**config.mk**
```make
export PLATFORM = sky130hd
export DESIGN_NAME = ulsi_line_status
export DESIGN_NICKNAME = d
export VERILOG_FILES = /design/src/core/ulsi_line_status.v
export VERILOG_INCLUDE_DIRS = /design/src /design/src/core
export SDC_FILE = /design/constraint.sdc
export NUM_CORES = 2
export LEC_CHECK = 0
export BUFFER_PORTS_ARGS = -buffer_cell sky130_fd_sc_hd__buf_2
export CELL_PAD_IN_SITES_DETAIL_PLACEMENT = 0
export CELL_PAD_IN_SITES_GLOBAL_PLACEMENT = 2
export CORE_MARGIN = 2
export CORE_UTILIZATION = 49
export DETAILED_ROUTE_END_ITERATION = 6
export HOLD_SLACK_MARGIN = 0.03
export PLACE_DENSITY_LB_ADDON = 0.1
export SLEW_MARGIN = 20
export SYNTH_ARGS = -nofsm -noshare
export SYNTH_HDL_FRONTEND = slang
export SYNTH_SLANG_ARGS = --single-unit
export TNS_END_PERCENT = 100
```
**constraint.sdc**
```tcl
create_clock -name core_clk_i -period 4 [get_ports core_clk_i]
set_clock_uncertainty 0.1 [all_clocks]
set_input_delay 0.2 -clock core_clk_i [delete_from_list [all_inputs] [get_ports core_clk_i]]
set_output_delay 0.2 -clock core_clk_i [all_outputs]
set_load 0.005 [all_outputs]
```
**src/core/ulsi_defs.vh**
```
`ifndef ULSI_DEFS_VH
`define ULSI_DEFS_VH

// Register offsets
`define ULSI_ADDR_RX_HOLD      8'h00
`define ULSI_ADDR_LS_IRQ_EN    8'h03
`define ULSI_ADDR_LINE_STATUS  8'h04
`define ULSI_ADDR_SC_IRQ_EN    8'h05

// Reset values
`define ULSI_LS_IRQ_EN_RST     6'h00
`define ULSI_SC_IRQ_EN_RST     6'h00

// Line status bit positions
`define ULSI_LS_CTS            7
`define ULSI_LS_NOISE          5
`define ULSI_LS_BREAK          4
`define ULSI_LS_FRAME          3
`define ULSI_LS_PARITY         2
`define ULSI_LS_OVERRUN        1
`define ULSI_LS_TIMEOUT        0

// Special-character flag positions
`define ULSI_SC_ADDR_CHAR      5
`define ULSI_SC_BREAK          4
`define ULSI_SC_STOP_TWO       3
`define ULSI_SC_STOP_ONE       2
`define ULSI_SC_RESUME_TWO     1
`define ULSI_SC_RESUME_ONE     0

// Receive queue geometry
`define ULSI_Q_DEPTH           128
`define ULSI_Q_AW              7
`define ULSI_Q_CW              8
`define ULSI_Q_FULL            8'h80

// Stored per-entry flag positions above the 8 data bits
`define ULSI_E_PARITY          8
`define ULSI_E_FRAME           9
`define ULSI_E_BREAK           10
`define ULSI_E_NOISE           11
`define ULSI_E_W               12

// Timeout: one period unit in clock cycles
`define ULSI_TO_UNIT_CYCLES    24'h000010
`define ULSI_TO_CW             24

`endif

```
**src/core/ulsi_line_status.v**
```verilog
`timescale 1ns/1ps
`include "ulsi_defs.vh"

module ulsi_line_status
(
  input  wire       core_clk_i,            // 50 MHz clock
  input  wire       rst_n_i,               // Async reset, active low
  input  wire [7:0] reg_addr_i,            // Register address
  input  wire       reg_wr_i,              // Write strobe
  input  wire       reg_rd_i,              // Read strobe
  input  wire [7:0] reg_wdata_i,           // Write data
  output reg  [7:0] reg_rdata_o,           // Read data, one cycle after strobe
  input  wire       rx_valid_i,            // Received character pulse
  input  wire [7:0] rx_data_i,             // Received data bits
  input  wire       rx_noise_i,            // Noise seen during character
  input  wire       rx_break_i,            // Character is a line break
  input  wire       rx_frame_err_i,        // Stop bits wrong
  input  wire       rx_parity_bit_i,       // Received parity or ninth bit
  input  wire       parity_en_i,           // Parity checking on
  input  wire       parity_even_i,         // Even parity when high
  input  wire       nine_bit_mode_i,       // Multidrop nine-bit mode
  input  wire       clear_to_send_level_i, // Clear-to-send input level
  input  wire [7:0] receive_timeout_period_i, // Timeout period, zero disables
  input  wire [5:0] special_char_flags_i,  // Special-character event flags
  input  wire       summary_rd_i,          // Interrupt summary being read
  output reg        line_error_summary_o,  // Line-error summary bit
  output reg        special_char_summary_o,// Special-character summary bit
  output reg  [7:0] rx_queue_level_o       // Characters held in queue
);

  reg                    rst_meta;
  reg                    rst_sync;
  reg [`ULSI_E_W-1:0]    queue [0:`ULSI_Q_DEPTH-1];
  reg [`ULSI_Q_AW-1:0]   wr_ptr;
  reg [`ULSI_Q_AW-1:0]   rd_ptr;
  reg [`ULSI_Q_CW-1:0]   count;
  reg [5:0]              ls_irq_en;
  reg [5:0]              sc_irq_en;
  reg [3:0]              char_flags;
  reg                    overrun_flag;
  reg                    stale_data_flag;
  reg [`ULSI_TO_CW-1:0]  to_count;
  reg [`ULSI_TO_CW-1:0]  to_limit;
  reg                    parity_or_ninth;
  reg [`ULSI_E_W-1:0]    head;
  reg [7:0]              line_status;
  reg [7:0]              next_rdata;
  wire                   q_full;
  wire                   q_empty;
  wire                   pop;
  wire                   push;
  wire                   overrun_set;
  wire                   overrun_clr;
  wire                   line_set;
  wire                   special_set;

  wire                   at_hold;
  wire                   at_ls_en;
  wire                   at_status;
  wire                   at_sc_en;
  wire                   hold_rd;
  wire                   status_rd;
  wire                   ls_en_wr;
  wire                   sc_en_wr;
  wire                   expected_parity;
  wire [`ULSI_E_W-1:0]   entry;
  wire                   to_off;
  wire                   to_expired;
  wire [5:0]             line_routed;
  wire [5:0]             special_routed;

  // Reset release through two flops
  // Entry stays asynchronous, so reset works without a running clock
  always @(posedge core_clk_i or negedge rst_n_i)
  begin
    if (!rst_n_i)
    begin
      rst_meta <= 1'b0;
      rst_sync <= 1'b0;
    end
    else
    begin
      rst_meta <= 1'b1;
      rst_sync <= rst_meta;
    end
  end

  // Address decode shared by strobes
  assign at_hold   = (reg_addr_i == `ULSI_ADDR_RX_HOLD);
  assign at_ls_en  = (reg_addr_i == `ULSI_ADDR_LS_IRQ_EN);
  assign at_status = (reg_addr_i == `ULSI_ADDR_LINE_STATUS);
  assign at_sc_en  = (reg_addr_i == `ULSI_ADDR_SC_IRQ_EN);
  assign hold_rd   = reg_rd_i && at_hold;
  assign status_rd = reg_rd_i && at_status;
  assign ls_en_wr  = reg_wr_i && at_ls_en;
  assign sc_en_wr  = reg_wr_i && at_sc_en;

  // Full is 128, one past the pointer range, so count is one bit wider
  assign q_full  = (count == `ULSI_Q_FULL);
  assign q_empty = (count == 8'h00);
  assign pop     = hold_rd && !q_empty;
  // A pop in the same cycle frees the slot, so the character fits
  assign push    = rx_valid_i && (!q_full || pop);
  assign overrun_set = rx_valid_i && q_full && !pop;
  assign overrun_clr = status_rd || (count < `ULSI_Q_FULL);

  always @*
  begin
    parity_or_ninth = 1'b0;
    if (nine_bit_mode_i)
      parity_or_ninth = rx_parity_bit_i;
    else if (parity_en_i)
      parity_or_ninth = rx_parity_bit_i != expected_parity;
  end

  // Even parity: the parity bit equals the XOR of the data bits
  assign expected_parity = parity_even_i ? ^rx_data_i : ~^rx_data_i;

  // Data and flags travel together so status matches the popped character
  always @(posedge core_clk_i)
  begin
    if (push)
      queue[wr_ptr] <= entry;
  end

  // A break is stored as zero whatever the data lines show
  assign entry = {rx_noise_i, rx_break_i, rx_frame_err_i, parity_or_ninth,
                  rx_break_i ? 8'h00 : rx_data_i};

  // Head is read combinationally; the pop edge captures it
  always @*
  begin
    head = queue[rd_ptr];
  end

  always @(posedge core_clk_i or negedge rst_sync)
  begin
    if (!rst_sync)
      wr_ptr <= {`ULSI_Q_AW{1'b0}};
    else if (push)
      wr_ptr <= wr_ptr + 7'h01;
  end

  always @(posedge core_clk_i or negedge rst_sync)
  begin
    if (!rst_sync)
      rd_ptr <= {`ULSI_Q_AW{1'b0}};
    else if (pop)
      rd_ptr <= rd_ptr + 7'h01;
  end

  // Push and pop in one cycle leave the count alone
  always @(posedge core_clk_i or negedge rst_sync)
  begin
    if (!rst_sync)
      count <= {`ULSI_Q_CW{1'b0}};
    else if (push && !pop)
      count <= count + 8'h01;
    else if (pop && !push)
      count <= count - 8'h01;
  end

  // Flags change only on a pop; reading status leaves them alone
  always @(posedge core_clk_i or negedge rst_sync)
  begin
    if (!rst_sync)
      char_flags <= 4'h0;
    else if (pop)
    begin
      char_flags[3] <= head[`ULSI_E_NOISE];
      char_flags[2] <= head[`ULSI_E_BREAK];
      char_flags[1] <= head[`ULSI_E_FRAME];
      char_flags[0] <= head[`ULSI_E_PARITY];
    end
  end

  // Set wins over clear so a late overrun is never lost
  always @(posedge core_clk_i or negedge rst_sync)
  begin
    if (!rst_sync)
      overrun_flag <= 1'b0;
    else if (overrun_set)
      overrun_flag <= 1'b1;
    else if (overrun_clr)
      overrun_flag <= 1'b0;
  end

  // Period counts in units of 16 clocks; the product fits 24 bits
  always @*
  begin
    to_limit = {16'h0000, receive_timeout_period_i} * `ULSI_TO_UNIT_CYCLES;
  end

  assign to_off     = (receive_timeout_period_i == 8'h00);
  assign to_expired = (to_count >= to_limit - 24'h000001);

  // Counter only runs while something waits in the queue
  always @(posedge core_clk_i or negedge rst_sync)
  begin
    if (!rst_sync)
      to_count <= {`ULSI_TO_CW{1'b0}};
    else if (push || pop)
      to_count <= {`ULSI_TO_CW{1'b0}};
    else if (to_off)
      to_count <= {`ULSI_TO_CW{1'b0}};
    else if (!q_empty && !stale_data_flag && !to_expired)
      to_count <= to_count + 24'h000001;
  end

  // Queue traffic wins over expiry, so a fresh character is never stale
  always @(posedge core_clk_i or negedge rst_sync)
  begin
    if (!rst_sync)
      stale_data_flag <= 1'b0;
    else if (push || pop)
      stale_data_flag <= 1'b0;
    else if (to_off)
      stale_data_flag <= 1'b0;
    else if (!q_empty && to_expired)
      stale_data_flag <= 1'b1;
  end

  // Enables keep bits 5:0 only; 7:6 read back as zero
  always @(posedge core_clk_i or negedge rst_sync)
  begin
    if (!rst_sync)
      ls_irq_en <= `ULSI_LS_IRQ_EN_RST;
    else if (ls_en_wr)
      ls_irq_en <= reg_wdata_i[5:0];
  end

  always @(posedge core_clk_i or negedge rst_sync)
  begin
    if (!rst_sync)
      sc_irq_en <= `ULSI_SC_IRQ_EN_RST;
    else if (sc_en_wr)
      sc_irq_en <= reg_wdata_i[5:0];
  end

  always @*
  begin
    line_status                   = 8'h00;
    line_status[`ULSI_LS_CTS]     = clear_to_send_level_i;
    line_status[`ULSI_LS_NOISE]   = char_flags[3];
    line_status[`ULSI_LS_BREAK]   = char_flags[2];
    line_status[`ULSI_LS_FRAME]   = char_flags[1];
    line_status[`ULSI_LS_PARITY]  = char_flags[0];
    line_status[`ULSI_LS_OVERRUN] = overrun_flag;
    line_status[`ULSI_LS_TIMEOUT] = stale_data_flag;
  end

  // One gate per flag; bits 7:6 have no enable, so CTS never sets the summary
  genvar gi;
  generate
    for (gi = 0; gi < 6; gi = gi + 1)
    begin : g_route
      assign line_routed[gi]    = line_status[gi] & ls_irq_en[gi];
      assign special_routed[gi] = special_char_flags_i[gi] & sc_irq_en[gi];
    end
  endgenerate

  assign line_set    = |line_routed;
  assign special_set = |special_routed;

  // Level set wins over read clear: a source still high re-arms the bit
  always @(posedge core_clk_i or negedge rst_sync)
  begin
    if (!rst_sync)
      line_error_summary_o <= 1'b0;
    else if (line_set)
      line_error_summary_o <= 1'b1;
    else if (summary_rd_i)
      line_error_summary_o <= 1'b0;
  end

  // Special summary follows the same set-over-clear order
  always @(posedge core_clk_i or negedge rst_sync)
  begin
    if (!rst_sync)
      special_char_summary_o <= 1'b0;
    else if (special_set)
      special_char_summary_o <= 1'b1;
    else if (summary_rd_i)
      special_char_summary_o <= 1'b0;
  end

  // Unmapped addresses and an empty queue read zero
  always @*
  begin
    next_rdata = 8'h00;
    case (reg_addr_i)
      `ULSI_ADDR_RX_HOLD:
        next_rdata = q_empty ? 8'h00 : head[7:0];
      `ULSI_ADDR_LS_IRQ_EN:
        next_rdata = {2'b00, ls_irq_en};
      `ULSI_ADDR_LINE_STATUS:
        next_rdata = line_status;
      `ULSI_ADDR_SC_IRQ_EN:
        next_rdata = {2'b00, sc_irq_en};
      default:
        next_rdata = 8'h00;
    endcase
  end

  always @(posedge core_clk_i or negedge rst_sync)
  begin
    if (!rst_sync)
      reg_rdata_o <= 8'h00;
    else if (reg_rd_i)
      reg_rdata_o <= next_rdata;
  end

  // Level lags the count by one cycle so the output comes from a flop
  always @(posedge core_clk_i or negedge rst_sync)
  begin
    if (!rst_sync)
      rx_queue_level_o <= 8'h00;
    else
      rx_queue_level_o <= count;
  end

endmodule

```
==> results.cfg <==
[job]
drv_cap = 0

[sta]
tightestPinTransition_ns = 1.09
max_freq_mhz = 257
setup_viol = 0
slew_headroom_pct = 27.3
layout_min_cycle_time_ns = 3.89
drv_slew = 0
finalHoldViolations = 0
fin_setup_tns_ns = 0
post-route-period-util_pct = 97.1

[die]
fp.coreArea_um2 = 129000
die_area_um2 = 133000
start_util_pct = 49.4
io_pins = 70
die_h_um = 365
dieWidth_um = 365
rows = 132

[final_layout]
layout.cells.non_filler = 5383
diodes = 0
syn2layout_area_growth_pct = 15.4
design.final.nets = 3599
drive_gt1_share_pct = 27.5

[cts]
cts_tree = yes
max-clock-path-buffers = 3
clock_sinks = 1620
cts_buffers = 166
htree_levels = 4
clk_latency_ns = 0.79
clkTransAtPathRegs_ns = 0.06
cts.root.buffer_cell = clkbuf_16

[placement]
gp_congestion = 0.835
numPortBuffers = 67
dp_cells = 5048
hpwl_um = 106000

[synth]
avgSynthCellArea_um2 = 20.3
synth.net_count = 3243
synth_edf_count = 1536
synth.ff_latch_count = 1620
ys.flop_type = edfxtp_1
yosysWarnings = 0
synthArstFlopShare_pct = 5.19
synth_cells = 3157
syn_area_um2 = 63900
ys_seq_area_share_pct = 75.4
synth_cell_types = 78

[power]
peakVddDrop_v = 0.000393
p_per_area_nw_per_um2 = 504
cellLeakagePower_nw = 23.8

[critical_path]
cp_max_fo = 3
crit_required_ns = 4.60
cp-end-kind = flop
cp-start-kind = flop
cp.arrival_ns = 4.49
critPathKind = flop to flop

[detailed_routing]
routed-via-count = 32900
drt_iter0_drc = 3460
drc = 0
routedWlPerCell_um = 31.3
routed_wl_um = 169000
drt-pass1-iter-count = 5
antenna_left = 0
detail_route.vias_per_cell = 6.12

[hold_path]
min-delay-path-class = input pin to flop

[outcome]
status = finished, final reports clean

[global_route]
grt_max_degree = 129
grt_pass1_vias = 33700
grt_overflow = 0
grt_first_pass_wirelength_um = 243000
antenna_found_initial = 5
grtUsageTotal_pct = 25.8
registers in the layout, indices dropped and copies added (netlist names):
| signal | count |
|---|---|
| count | 8 |
| rst_sync | 1 |
| overrun_flag | 1 |
| rd_ptr | 7 |
| reg_rdata_o | 8 |
| queue | 1536 |
| rx_queue_level_o | 8 |
| line_error_summary_o | 1 |
| ls_irq_en | 6 |
| to_count | 24 |
| char_flags | 4 |
| special_char_summary_o | 1 |
| wr_ptr | 7 |
| rst_meta | 1 |
| stale_data_flag | 1 |
| sc_irq_en | 6 |
what timing repair did:
item	in CTS	in global routing
hold buffers	38	0
setup endpoints to repair	0	1
gates resized for setup	0	5
buffers inserted	0	1
hold endpoints to repair	272	0
synth_stat cells (all sizes together), types with 28 or more instances:
library cell / instances / area [µm²]
nor2: 181 / 682
buf: 101 / 622
o21ai: 43 / 215
mux4: 357 / 8040
edfxtp: 1536 / 46100
clkbuf: 66 / 248
xnor2: 28 / 245
nand3: 34 / 175
a21oi: 72 / 360
nand2: 103 / 397
dfrtp: 84 / 2100
ha: 33 / 413
o22ai: 31 / 194
a22oi: 35 / 263
mux2i: 151 / 1510
worst paths after layout:
check / from / end / slack, ns / cells after the start
max: count[0]$_DFFE_PN0P_ / count[7]$_DFFE_PN0P_ / 0.11 / 14
min: rx_data_i[4] / queue[87][4]$_DFFE_PP_ / 0.03 / 3
max reg2reg: count[0]$_DFFE_PN0P_ / count[7]$_DFFE_PN0P_ / 0.11 / 14
min reg2reg: rst_sync$_DFF_PN0_ / rx_queue_level_o[5]$_DFF_PN0_ / 0.25 / 0
max in group asynchronous: rst_sync$_DFF_PN0_ / to_count[6]$_DFFE_PN0P_ / 2.51 / 1
min in group asynchronous: rst_n_i / rst_sync$_DFF_PN0_ / 0.19 / 3
layout make-up:
| class | count | area [µm²] |
|---|---|---|
| tap | 1742 | 2180 |
| multi-input combinational | 1356 | 15000 |
| timing repair buffer | 355 | 3050 |
| clock inverter | 90 | 788 |
| sequential | 1620 | 48200 |
| inverter | 14 | 55.1 |
| fill | 9805 | 55700 |
| clock buffer | 206 | 4450 |
logic make-up (layout without fill, tap and decap cells):
group	count (synthesis)	after routing	synth area share [%]
AOI/OAI and AO/OA	333	333	3.59
other	1	1	0.00586
adders and majority gates	34	34	0.677
DFF	1620	1620	75.4
buffers and inverters	181	665	1.44
xor gates and xnor gates	36	36	0.493
muxes	522	522	15.2
and+or+nand+nor	430	430	3.18
through the flow:
step / worst slack, ns / total power [mW] / hold slack [ns] / utilization [%] / area (µm²)
2_1_floorplan: 0.0154 / 21.2 / -0.196 / - / 64000
3_5_place_dp: 0.0570 / 22.4 / -0.110 / 52.6 / 68100
3_3_place_gp: 0.0417 / 22.4 / -0.116 / 52.5 / 68000
6_report: 0.115 / 37.2 / 0.0323 / 57.0 / 73800
4_1_cts: 0.0253 / 37.4 / 0.0309 / 56.9 / 73700
5_1_grt: -0.0313 / 38.3 / 0.0482 / 57.0 / 73800
layout by cell type (no fill, tap or decap), types with 12 or more instances in the layout:
cell type and instances:
o31ai_1 20, dfrtp_1 78, mux2_2 14, dlygate4sd3_1 38, bufinv_16 12, or4_1 18
clkbuf_1 33, a221oi_1 25, buf_4 217, buf_12 36, ha_1 32, buf_2 64
a22oi_1 35, mux4_2 357, clkbuf_16 173, clkinv_2 29, o221ai_1 21, o21ai_0 43
mux2i_1 151, nor2_1 134, nor2_2 46, nor3_1 17, edfxtp_1 1536, a21oi_1 71
nand2_1 101, o22ai_1 30, xnor2_1 28, clkinv_1 39, a211oi_1 20, nand3_1 33
worst max-delay path: stages (launching register included):
cell	delay, ns
dfrtp_1	0.38
or4_4	0.55
or4b_4	0.50
and4_4	0.20
o21a_4	0.22
ha_1	0.21
inv_2	0.06
ha_1	0.22
a21o_2	0.22
a21oi_2	0.14
nor2b_1	0.06
o21a_1	0.21
o41ai_4	0.34
mux2i_1	0.26
xnor2_1	0.14
where the power goes:
part	leakage (nW)	internal, mW	switching (mW)
logic	6.13	1.12	1.76
registers	15.1	19.1	0.239
clock network	2.57	8.66	6.35
routing by layer:
layer | up-vias | track usage [%] | routed length [µm]
met4 | 4 | 6.95 | 3980
met5 | - | 0 | 26
met2 | 1261 | 40.7 | 81100
met1 | 17600 | 36.9 | 71100
met3 | 220 | 5.16 | 12500
li1 | 13800 | - | -
Power figures use the tool's default switching activity.
